## src/osc_pkg.sv

```systemverilog
// Package of constants and types for the overlay scaler compositor.
package osc_pkg;

    // ----------------------------------------
    // Register byte addresses (index * 4) as compared with i_addr on the register port
    // ----------------------------------------
    localparam logic [7:0] ADDR_SEC_CTRL = 8'h00;
    localparam logic [7:0] ADDR_HSCALE = 8'h04;
    localparam logic [7:0] ADDR_VFAC1 = 8'h08;
    localparam logic [7:0] ADDR_VFAC2 = 8'h0c;
    localparam logic [7:0] ADDR_VACC = 8'h10;
    localparam logic [7:0] ADDR_BLEND = 8'h14;
    localparam logic [7:0] ADDR_OPAQUE = 8'h18;
    localparam logic [7:0] ADDR_FMT = 8'h1c;
    localparam logic [7:0] ADDR_STATUS = 8'h20;

    // ----------------------------------------
    // Field positions
    // ----------------------------------------
    localparam int FILT_LSB = 28;
    localparam int HACC_LSB = 0;
    localparam int K1_LSB = 0;
    localparam int K2_LSB = 16;
    localparam int MODE_LSB = 24;
    localparam int KP_LSB = 10;
    localparam int KS_LSB = 2;
    localparam int OPQ_EN_BIT = 31;
    localparam int OPQ_TOP_BIT = 30;
    localparam int STOP_LSB = 3;
    localparam int RESTART_LSB = 19;
    localparam int YUV_BIT = 0;

    localparam logic [31:0] RESET_VALUE = 32'h0000_0000;

    // ----------------------------------------
    // Encodings
    // ----------------------------------------
    localparam logic [2:0] MODE_SEC_OPAQUE = 3'h0;
    localparam logic [2:0] MODE_PRI_OPAQUE = 3'h1;
    localparam logic [2:0] MODE_DISSOLVE = 3'h2;
    localparam logic [2:0] MODE_FADE = 3'h3;
    localparam logic [2:0] MODE_SEC_KEY = 3'h5;
    localparam logic [2:0] MODE_PRI_KEY = 3'h6;

    localparam logic [2:0] FILT_PASS = 3'h0;
    localparam logic [2:0] FILT_LIN024 = 3'h1;
    localparam logic [2:0] FILT_BILIN = 3'h2;
    localparam logic [2:0] FILT_LIN122 = 3'h3;

    localparam logic [3:0] BLEND_FULL = 4'h8;

    typedef struct packed {
        logic [7:0] r;
        logic [7:0] g;
        logic [7:0] b;
    } osc_rgb_type;

    typedef struct packed {
        logic valid;
        logic [23:0] data;
    } osc_pix_type;

endpackage

```

## src/osc_csc.sv

```systemverilog
// Colour space converter from YCbCr to RGB 8.8.8.
`timescale 1ns/1ps
`default_nettype none
module osc_csc (
    input wire logic i_mclk,
    input wire logic i_rst,
    input wire logic i_yuv,
    input wire osc_pkg::osc_pix_type i_pix,
    output osc_pkg::osc_pix_type o_pix
);

    typedef struct packed {
        osc_pkg::osc_pix_type pix;
    } osc_csc_state_type;

    osc_csc_state_type state_reg;
    osc_csc_state_type state_next;

    function automatic logic [7:0] clamp(input logic signed [17:0] v);
        if (v < 0) begin
            clamp = 8'h00;
        end else if (v > 18'sd65535) begin
            clamp = 8'hff;
        end else begin
            clamp = v[15:8];
        end
    endfunction

    // Fixed BT.601 coefficients scaled by 256; integer only to keep it one stage.
    always_comb begin
        logic signed [17:0] y;
        logic signed [17:0] cb;
        logic signed [17:0] cr;
        y = 18'sd0;
        cb = 18'sd0;
        cr = 18'sd0;
        state_next = state_reg;
        state_next.pix.valid = i_pix.valid;
        if (i_pix.valid) begin
            if (i_yuv) begin
                y = $signed({10'h000, i_pix.data[23:16]}) <<< 8;
                cb = $signed({10'h000, i_pix.data[15:8]}) - 18'sd128;
                cr = $signed({10'h000, i_pix.data[7:0]}) - 18'sd128;
                state_next.pix.data = {clamp(y + 18'sd359 * cr),
                                       clamp(y - 18'sd88 * cb - 18'sd183 * cr),
                                       clamp(y + 18'sd454 * cb)};
            end else begin
                state_next.pix.data = i_pix.data;
            end
        end
    end

    always_ff @(posedge i_mclk) begin
        if (i_rst) begin
            state_reg <= '0;
        end else begin
            state_reg <= state_next;
        end
    end

    assign o_pix = state_reg.pix;

endmodule
`default_nettype wire

```

## src/osc_top.sv

```systemverilog
// Overlay scaler compositor: scaling DDA, composition, blending and fetch gating.
//
// What this block does
// - Secondary pixels become RGB 8.8.8, YCbCr converted when bit 0 of the format register is set.
// - Horizontal enlargement interpolates; vertical enlargement repeats lines.
// - Three-bit filter select picks pass, 0-2-4-2-0, bilinear or 1-2-2-2-1.
// - Mode 000 is reset default: secondary opaque over primary.
// - Mode 001 puts primary opaque over secondary.
// - Modes 010 and 011 blend inside the window, dissolve or fade.
// - Mode 101 shows secondary where primary matches the colour key.
// - Mode 110 shows primary where secondary matches the key.
// - Bit 31 of opaque control enables fetch gating for opaque modes.
// - With gating on, hidden background fetches stop, then resume.
// - Dissolve output is (Pp*Kp + Ps*(8-Kp))/8, Kp taken at vsync.
// - Fade output is (Pp*Kp + Ps*Ks)/8, Ks taken at vsync.
`timescale 1ns/1ps
`default_nettype none
module osc_top (
    input wire logic i_mclk,
    input wire logic i_rst,
    input wire logic [7:0] i_addr,
    input wire logic [31:0] i_wdata,
    input wire logic i_wr,
    input wire logic i_rd,
    output logic [31:0] o_rdata,
    input wire logic i_vsync,
    input wire logic i_line_start,
    input wire osc_pkg::osc_pix_type i_sec_pix,
    output logic o_sec_ready,
    input wire osc_pkg::osc_pix_type i_pri_pix,
    input wire logic i_in_window,
    input wire logic i_key_match,
    input wire logic [9:0] i_fetch_qword,
    output logic o_fetch_en,
    output logic o_line_repeat,
    output osc_pkg::osc_pix_type o_pix
);

    // ----------------------------------------
    // State
    // ----------------------------------------
    typedef struct packed {
        logic [31:0] sec_ctrl;
        logic [31:0] hscale;
        logic [31:0] vfac1;
        logic [31:0] vfac2;
        logic [31:0] vacc_init;
        logic [31:0] blend;
        logic [31:0] opaque;
        logic [31:0] fmt;
        logic [2:0] kp;
        logic [2:0] ks;
        logic signed [12:0] hacc;
        logic signed [12:0] vacc;
        logic [10:0] line_cnt;
        logic [23:0] cur_pix;
        logic [23:0] prev_pix;
        logic have_pix;
        logic repeat_line;
        logic [31:0] rdata;
        osc_pkg::osc_pix_type out;
    } osc_state_type;

    osc_state_type state_reg;
    osc_state_type state_next;
    osc_pkg::osc_pix_type sec_rgb;
    osc_pkg::osc_pix_type sec_in;
    logic need_src;

    // ----------------------------------------
    // Colour conversion stage
    // ----------------------------------------
    assign sec_in.valid = i_sec_pix.valid & need_src;
    assign sec_in.data = i_sec_pix.data;
    assign o_sec_ready = need_src;

    osc_csc u_csc (
        .i_mclk(i_mclk),
        .i_rst(i_rst),
        .i_yuv(state_reg.fmt[osc_pkg::YUV_BIT]),
        .i_pix(sec_in),
        .o_pix(sec_rgb)
    );

    function automatic logic [7:0] filt(input logic [2:0] sel, input logic [7:0] a,
                                        input logic [7:0] b, input logic frac);
        logic [9:0] s;
        s = 10'h000;
        case (sel)
            osc_pkg::FILT_PASS: s = {a, 2'b00};
            osc_pkg::FILT_LIN024: s = frac ? {1'b0, a, 1'b0} + {1'b0, b, 1'b0} : {a, 2'b00};
            osc_pkg::FILT_BILIN: s = frac ? ({2'b00, a} + {1'b0, b, 1'b0} + {2'b00, b}) : {a, 2'b00};
            osc_pkg::FILT_LIN122: s = {1'b0, a, 1'b0} + {1'b0, b, 1'b0};
            default: s = {a, 2'b00};
        endcase
        filt = s[9:2];
    endfunction

    function automatic logic [7:0] mix(input logic [7:0] p, input logic [7:0] s,
                                       input logic [3:0] wp, input logic [3:0] ws);
        logic [11:0] sum;
        // Operands are widened first so the product keeps its top bits.
        sum = 12'(p) * 12'(wp) + 12'(s) * 12'(ws);
        mix = sum[10:3];
    endfunction

    // Source advances when the DDA adds its first factor, or a pixel is still missing.
    assign need_src = !state_reg.have_pix || (state_reg.hacc >= 0);

    // ----------------------------------------
    // Next state
    // ----------------------------------------
    always_comb begin
        logic [2:0] mode;
        logic [23:0] hpix;
        logic [3:0] wp;
        logic [3:0] ws;
        logic use_sec;
        logic signed [12:0] k1;
        logic signed [12:0] k2;
        mode = state_reg.blend[osc_pkg::MODE_LSB +: 3];
        k1 = 13'(signed'(state_reg.hscale[osc_pkg::K1_LSB +: 11]));
        k2 = 13'(signed'(state_reg.hscale[osc_pkg::K2_LSB +: 11]));
        hpix = 24'h000000;
        wp = 4'h0;
        ws = 4'h0;
        use_sec = 1'b0;
        state_next = state_reg;
        state_next.rdata = 32'h0000_0000;
        state_next.out.valid = 1'b0;

        if (i_wr) begin
            case (i_addr)
                osc_pkg::ADDR_SEC_CTRL: state_next.sec_ctrl = i_wdata;
                osc_pkg::ADDR_HSCALE: state_next.hscale = i_wdata;
                osc_pkg::ADDR_VFAC1: state_next.vfac1 = i_wdata;
                osc_pkg::ADDR_VFAC2: state_next.vfac2 = i_wdata;
                osc_pkg::ADDR_VACC: state_next.vacc_init = i_wdata;
                osc_pkg::ADDR_BLEND: state_next.blend = i_wdata;
                osc_pkg::ADDR_OPAQUE: state_next.opaque = i_wdata;
                osc_pkg::ADDR_FMT: state_next.fmt = i_wdata;
                default: state_next.sec_ctrl = state_reg.sec_ctrl;
            endcase
        end
        if (i_rd) begin
            case (i_addr)
                osc_pkg::ADDR_SEC_CTRL: state_next.rdata = state_reg.sec_ctrl;
                osc_pkg::ADDR_HSCALE: state_next.rdata = state_reg.hscale;
                osc_pkg::ADDR_VFAC1: state_next.rdata = state_reg.vfac1;
                osc_pkg::ADDR_VFAC2: state_next.rdata = state_reg.vfac2;
                osc_pkg::ADDR_VACC: state_next.rdata = state_reg.vacc_init;
                osc_pkg::ADDR_BLEND: state_next.rdata = state_reg.blend;
                osc_pkg::ADDR_OPAQUE: state_next.rdata = state_reg.opaque;
                osc_pkg::ADDR_FMT: state_next.rdata = state_reg.fmt;
                osc_pkg::ADDR_STATUS: state_next.rdata = {18'h00000, state_reg.repeat_line,
                                                          state_reg.kp, state_reg.ks, state_reg.line_cnt[6:0]};
                default: state_next.rdata = 32'h0000_0000;
            endcase
        end

        // Weights change only at vsync so a frame never shows a mixed blend.
        if (i_vsync) begin
            state_next.kp = state_reg.blend[osc_pkg::KP_LSB +: 3];
            state_next.ks = state_reg.blend[osc_pkg::KS_LSB +: 3];
            state_next.vacc = 13'(signed'(state_reg.vacc_init[11:0]));
            state_next.line_cnt = 11'h000;
            state_next.repeat_line = 1'b0;
        end else if (i_line_start) begin
            // Vertical DDA: a negative accumulator repeats the previous source line.
            state_next.hacc = 13'(signed'(state_reg.sec_ctrl[osc_pkg::HACC_LSB +: 12]));
            state_next.have_pix = 1'b0;
            if (state_reg.vacc >= 0) begin
                state_next.vacc = state_reg.vacc + 13'(signed'(state_reg.vfac1[10:0]));
                state_next.repeat_line = 1'b0;
                state_next.line_cnt = state_reg.line_cnt + 11'h001;
            end else begin
                state_next.vacc = state_reg.vacc + 13'(signed'(state_reg.vfac2[10:0]));
                state_next.repeat_line = 1'b1;
            end
        end

        // Horizontal DDA steps once per output pixel, paced by the primary stream.
        if (sec_rgb.valid) begin
            state_next.prev_pix = state_reg.cur_pix;
            state_next.cur_pix = sec_rgb.data;
            state_next.have_pix = 1'b1;
        end
        if (i_pri_pix.valid && !i_line_start) begin
            if (state_reg.hacc >= 0) begin
                state_next.hacc = state_reg.hacc + k1;
            end else begin
                state_next.hacc = state_reg.hacc + k2;
            end
            for (int c = 0; c < 3; c++) begin
                hpix[c*8 +: 8] = filt(state_reg.sec_ctrl[osc_pkg::FILT_LSB +: 3],
                                      state_reg.cur_pix[c*8 +: 8], state_reg.prev_pix[c*8 +: 8],
                                      state_reg.hacc < 0);
            end
            state_next.out.valid = 1'b1;
            state_next.out.data = i_pri_pix.data;
            if (i_in_window) begin
                case (mode)
                    osc_pkg::MODE_SEC_OPAQUE: use_sec = 1'b1;
                    osc_pkg::MODE_PRI_OPAQUE: use_sec = 1'b0;
                    osc_pkg::MODE_SEC_KEY: use_sec = i_key_match;
                    osc_pkg::MODE_PRI_KEY: use_sec = !i_key_match;
                    default: use_sec = 1'b0;
                endcase
                if (mode == osc_pkg::MODE_DISSOLVE || mode == osc_pkg::MODE_FADE) begin
                    wp = {1'b0, state_reg.kp};
                    ws = (mode == osc_pkg::MODE_DISSOLVE) ? osc_pkg::BLEND_FULL - wp : {1'b0, state_reg.ks};
                    for (int c = 0; c < 3; c++) begin
                        state_next.out.data[c*8 +: 8] = mix(i_pri_pix.data[c*8 +: 8], hpix[c*8 +: 8], wp, ws);
                    end
                end else if (use_sec) begin
                    state_next.out.data = hpix;
                end
            end
        end
    end

    // ----------------------------------------
    // Registers
    // ----------------------------------------
    always_ff @(posedge i_mclk) begin
        if (i_rst) begin
            state_reg <= '0;
        end else begin
            state_reg <= state_next;
        end
    end

    // Fetch gating only uses the programmed quadword window; software keeps it to opaque modes.
    always_comb begin
        o_fetch_en = 1'b1;
        if (state_reg.opaque[osc_pkg::OPQ_EN_BIT] &&
            i_fetch_qword >= state_reg.opaque[osc_pkg::STOP_LSB +: 10] &&
            i_fetch_qword <= state_reg.opaque[osc_pkg::RESTART_LSB +: 10]) begin
            o_fetch_en = 1'b0;
        end
    end

    assign o_rdata = state_reg.rdata;
    assign o_line_repeat = state_reg.repeat_line;
    assign o_pix = state_reg.out;

endmodule
`default_nettype wire
```

## config.mk

```make
export PLATFORM = sky130hd
export DESIGN_NAME = osc_top
export DESIGN_NICKNAME = d
export VERILOG_FILES = /design/src/osc_pkg.sv /design/src/osc_csc.sv /design/src/osc_top.sv
export SDC_FILE = /design/constraint.sdc
export NUM_CORES = 2
export LEC_CHECK = 0
export BUFFER_PORTS_ARGS = -buffer_cell sky130_fd_sc_hd__buf_2
export CAP_MARGIN = 10
export CORE_MARGIN = 2
export CORE_UTILIZATION = 55
export DETAILED_ROUTE_END_ITERATION = 6
export PLACE_DENSITY = 0.73
export SLEW_MARGIN = 20
export SYNTH_ARGS = -nofsm -noshare
export SYNTH_HDL_FRONTEND = slang
export SYNTH_SLANG_ARGS = --single-unit
```

## constraint.sdc

```tcl
create_clock -name i_mclk -period 20.5 [get_ports i_mclk]
set_clock_uncertainty 0.05 [all_clocks]
set_input_delay 3.075 -clock i_mclk [delete_from_list [all_inputs] [get_ports i_mclk]]
set_output_delay 3.075 -clock i_mclk [all_outputs]
set_load 0.005 [all_outputs]
```

Word level (Yosys, flattened, before mapping) --
Index checks and enable logic that the tools add are counted. W data, S select, Z words.
Word-level totals: flip-flop bits (word level) 431, latch bits 0, RAM bits 0, bits in read-only memories 0, input bits 108, output and inout port bits 60, logic and storage cells 152, memories 0
Cells by class: add/subtract/negate cells 24, $mul 10, div/mod/pow operators 0, order comparisons 11, eq/ne operators 17, shifts and indexed selects 0, mux-type cells 40, bitwise operators 2, reduce and logical (&&, ||, !) cells 26
Operator list (number):
- $pmux W32 S9 | 1
- $mux W24 | 5
- $mux W10 | 9
- $pmux W10 S3 | 3
- $gt A18 B17 Y1 const B | 3
- $lt A18 B1 Y1 const B | 3
- $add A13 B11 Y13 | 4
- $mux W13 | 4
- $mux W8 | 6
- $mux W37 | 1
- $add A17 B18 Y18 | 2
- $add A11 B11 Y11 | 3
- $mul A8 B3 Y11 | 3
- $mul A8 B4 Y11 | 3
- $eq A8 B5 Y1 const B | 4
- $add A10 B8 Y10 | 3
- $add A8 B9 Y10 | 3
- $add A9 B9 Y10 | 3
- $ge A13 B1 Y1 const B | 2
- $mux W25 | 1
- $reduce_and A2 Y1 | 11
- $mul A10 B18 Y18 const A | 1
- $mul A5 B18 Y15 const A | 1
- $mul A9 B18 Y17 const A | 1
- 30 further kinds | 50

Longest topological paths before layout --
depth in word-level cells 10, depth in mapped cells 27, depth with buffers taken out 26

Cells and area by module --
A second synthesis with hierarchy kept.
Second synthesis, totals: cell total of the unflattened synthesis 4005, area total of the unflattened synthesis 33090.5 um^2
By module, submodules not included:
- osc_top | instances 1, cells an instance 3121, area an instance 25310.5 um^2, seq. area each 8047.7 um^2
- osc_csc | instances 1, cells an instance 884, area an instance 7780.0 um^2, seq. area each 500.5 um^2

Worst setup path before layout --
No wires, ideal clock.
path kind input-to-reg, start point input port i_sec_pix[15] (netlist name), end point register u_csc.state_reg, in the netlist u_csc.o_pix[0], library setup time 0.070 ns, data arrival time 8.681 ns, data required time 20.380 ns, path slack 11.700 ns, stages 26, path buffers 1, path through clkbuf_1 -> inv_1 -> ha_1 -> inv_1 -> ha_1 -> fa_1 -> inv_1 -> fa_1 -> inv_1 -> ha_1 -> or2_1 -> o221ai_2 -> nor2b_1 -> nor2b_1 -> nor2_1 -> xnor2_1 -> ha_1 -> nand2_1 -> o21ai_0 -> o31ai_1 -> a21oi_1 -> mux2_2 -> nor3_1 -> mux2i_2 -> o21ai_0 -> a21oi_1
Between the ends: longest elaborated chain between the ends 7, elaborated cells on any way between the ends 8, classes of those cells 2 x add/sub; 1 x mul; 2 x order compare; 3 x mux
RTL lines:
- start, declared | RTL line osc_top.sv:28 | input wire osc_pkg::osc_pix_type i_sec_pix,
- $sub A8 B8 Y9 * | RTL line osc_csc.sv:42 | cb = $signed({10'h000, i_pix.data[15:8]}) - 18'sd128;
- $mul A9 B18 Y17 * | RTL line osc_csc.sv:46 | clamp(y + 18'sd454 * cb)};
- $add A17 B18 Y18 * | RTL line osc_csc.sv:46
- $gt A18 B17 Y1 | RTL line osc_csc.sv:22 | end else if (v > 18'sd65535) begin
- $mux W8 | RTL line osc_csc.sv:22
- $mux W8 * | RTL line osc_csc.sv:20 | if (v < 0) begin
- $mux W24 * | RTL line osc_csc.sv:40 | if (i_yuv) begin
- end signal, assigned | RTL line osc_csc.sv:57 | state_reg <= state_next;
- end, declared | RTL line osc_csc.sv:16 | osc_csc_state_type state_reg;
Every way passes the cells marked *; elsewhere a longest branch is shown, timed or not. A chain may end at the register's enable or synchronous reset.

Final worst setup path --
Ends and elaborated chain as after synthesis.

==> impl_metrics.yaml <==
clock_network:
  h-tree-depth: 2
  clockBufferDepth: 3
  ctsRootBufferMaster: "clkbuf_16"
  clk_latency_ns: 0.62
  numClockSinks: 427
  cts_resized: 0
  numCtsBuffers: 48
  cts_tree: "yes"
  post_cts_buffers: 0
  postCtsHoldBufs: 0
  path_clk_slew_ns: 0.06
power:
  pwr-share-comb_pct: 44.2
  peakVddDrop_uv: 358
  sw_frac_of_total_pct: 37.8
  power_density_mw_per_mm2: 87.7
  p_int_w: 0.00191
  p_leak_nw: 15.1
  p_sw_w: 0.00116
  p_seq_share_pct: 27.9
  total_power_w: 0.00307
  pwr-share-clk_pct: 28.0
setup_path:
  crit_arrival_ns: 9.34
  r2r_start: "state_reg[76]"
  path_class: "primary input to flip-flop"
  worstRegToRegCells: 24
  required_ns: 20.97
  rr_endpoint: "o_pix[23]"
  cp-end-kind: "flip-flop"
  cp_max_fo: 15
  r2r_setup_slack_ns: 13.37
  startpoint: "i_sec_pix[15]"
  start_kind: "primary input"
timing:
  rsz0062_at_grt: "no"
  timing.fmax_mhz: 113
  drv_slew: 0
  setup_tns_ns: 0
  hold_viol_final: 0
  worstMarginPinSlew_ns: 1.20
  finalSetupViolations: 0
  post-route-period-util_pct: 43.2
  relSlewSlack_pct: 20.2
  fin_crit_ns: 8.86
global_routing:
  grt_util_met1_pct: 41.0
  top_usage_layer: "met2"
  grt_pass1_wl_um: 147000
  use_met2_pct: 48.2
  grt_pass1_vias: 27083
  gr-total-overflow: 0
  antenna_found_initial: 7
  grt_max_degree: 114
  gr-usage-all-layers_pct: 30.2
  use_met3_pct: 5.20
floorplan:
  die_h_um: 248
  initial_utilization_pct: 55.6
  die_w_um: 248
  fp-row-count: 89
  fp.dieArea_mm2: 0.0615
  pin_count: 168
  core_mm2: 0.0589
synth:
  ys_async_sr_fraction_pct: 0
  syn-cell-area_mm2: 0.0328
  yosysMostFrequentCell: "nand2_1"
  synth_edf_count: 0
  yosysWarnings: 0
  syn_inst: 3946
  ys_seq_area_share_pct: 26.1
  yosysUniqueCellTypes: 86
  syn_avg_cell_area_um2: 8.30
  synth.area.top_cells: "dfxtp_1 (26%), fa_1 (13%), ha_1 (12%)"
  ys_ff_latch: 427
  synth_top_cell_by_area: "dfxtp_1"
  synth_common_cells: "nand2_1 (736), a21oi_1 (428), dfxtp_1 (427)"
  syn_nets: 4583
  synth_flop_cell: "dfxtp_1"
  synth_top_area_share_pct: 26.1
drt:
  vias_per_cell: 5.94
  ant_nets: 0
  drtIter0Drc: 2689
  post_drt_wl_per_cell_um: 19.8
  drc: 0
  routed_wl_um: 93300
  drtPass1Iterations: 7
  num_vias: 28048
placed_design:
  hpwl_um: 66000
  numPortBuffers: 167
  place_congestion: 0.897
  place_inst: 4636
hold_path:
  hp-start: "state_reg[151]"
  whs_endpoint: "state_reg[151]"
  min_path_type: "flip-flop to flip-flop"
  min_path_cells: 2
finish:
  largest_reg_flops: 344
  area_delta_synth_final_pct: 6.99
  instances_no_fill: 4720
  multi_input_area_mm2: 0.0217
  drive_gt1_share_pct: 8.82
  seq_area_mm2: 0.00855
  nNetsFinal: 4550
  nFillCells: 5203
run_status:
  status: "finished clean"
run:
  drv_cap: 0
==> critical path, cell delays in order <==
cell and delay (ns):
buf_2 0.37, inv_1 0.31, ha_1 0.39, inv_1 0.05
ha_1 0.31, fa_1 0.51, inv_1 0.05, fa_1 0.50
inv_1 0.05, ha_1 0.22, or2_1 0.27, o221ai_2 0.21
nor2b_1 0.23, nor2b_1 0.07, nor2_1 0.12, xnor2_1 0.08
ha_1 0.32, nand2_1 0.06, o21ai_0 0.27, o31ai_1 0.17
a21oi_1 0.32, mux2_2 0.38, nor3_1 0.25, mux2i_2 0.42
o21ai_0 0.14, a21oi_1 0.17
==> layout by cell type (no fill, tap or decap), types with 9 or more instances in the layout <==
cell type  count
nor2_1       199
o211ai_1      13
nand2_1      733
or2_2         11
mux2_2        21
a221oi_1      33
xor2_1        46
ha_1         313
a211oi_1      34
buf_2        166
nand2b_1      25
a41oi_1       22
nand3_1       29
o21a_1        22
a31oi_1       19
a21oi_1      428
a21o_1        34
fa_1         216
xnor2_1       93
o22ai_1       10
a22oi_1      106
and2_1        59
inv_1        306
or3_1          9
nor3_1        43
dfxtp_1      426
clkbuf_16     48
a222oi_1      17
o21ai_1       13
nor2b_1       18
and3_1         9
buf_4         38
mux2i_1       70
o21ai_0      130
o21bai_1      12
==> metrics by stage <==
| step | area [µm²] | setup slack, ns | utilization (%) | hold slack (ns) |
|---|---|---|---|---|
| after floorplan | 32800 | 11.70 | - | 0.382 |
| after global placement | 33500 | 11.21 | 56.9 | 0.388 |
| after detailed placement | 33500 | 11.03 | 56.9 | 0.393 |
| after CTS | 35000 | 11.64 | 59.5 | 0.401 |
| after global routing | 35000 | 11.09 | 59.5 | 0.414 |
| final | 35100 | 11.64 | 59.5 | 0.401 |
==> cells by family after synthesis <==
group	after synthesis	synth area share [%]
adder cells (fa/ha/maj)	530	25.2
AND/OR/NAND/NOR	1191	15.5
flip-flops	427	26.1
XOR/XNOR	141	3.85
buffers and inverters	594	7.86
AO/OA/AOI/OAI	971	18.6
multiplexers	92	2.90
==> power by group through the flow <==
stage               Combinational, W  Clock (W)  Sequential [W]
global route                 0.00155   0.000902        0.000857
global placement             0.00133          0        0.000874
floorplan                    0.00105          0        0.000867
finish                       0.00136   0.000860        0.000856
detailed placement           0.00135          0        0.000874
CTS                          0.00137   0.000869        0.000856
==> layout make-up <==
cell class,instances,area share (%)
Sequential cell,427,24.4
Timing Repair Buffer,205,3.23
Inverter,306,3.28
Antenna cell,3,0.0214
Clock buffer,64,3.83
Tap cell,773,2.76
Clock inverter,17,0.607
Multi-Input combinational cell,2925,61.9
==> layer usage <==
| layer | share of wire [%] | up-vias |
|---|---|---|
| met5 | 0.068 | - |
| met4 | 3.6 | 10 |
| met3 | 8.5 | 245 |
| met2 | 45 | 1167 |
| met1 | 42 | 13349 |
| li1 | - | 13277 |
==> worst max path at each step <==
stage | slack, ns | endpoint
floorplan | 11.70 | u_csc.o_pix[0]
global placement | 11.21 | u_csc.o_pix[0]
detailed placement | 11.03 | u_csc.o_pix[0]
CTS | 11.64 | u_csc.o_pix[0]
global route | 11.09 | u_csc.o_pix[1]
finish | 11.64 | u_csc.o_pix[0]
No activity file was read; power rests on OpenSTA's default activity.
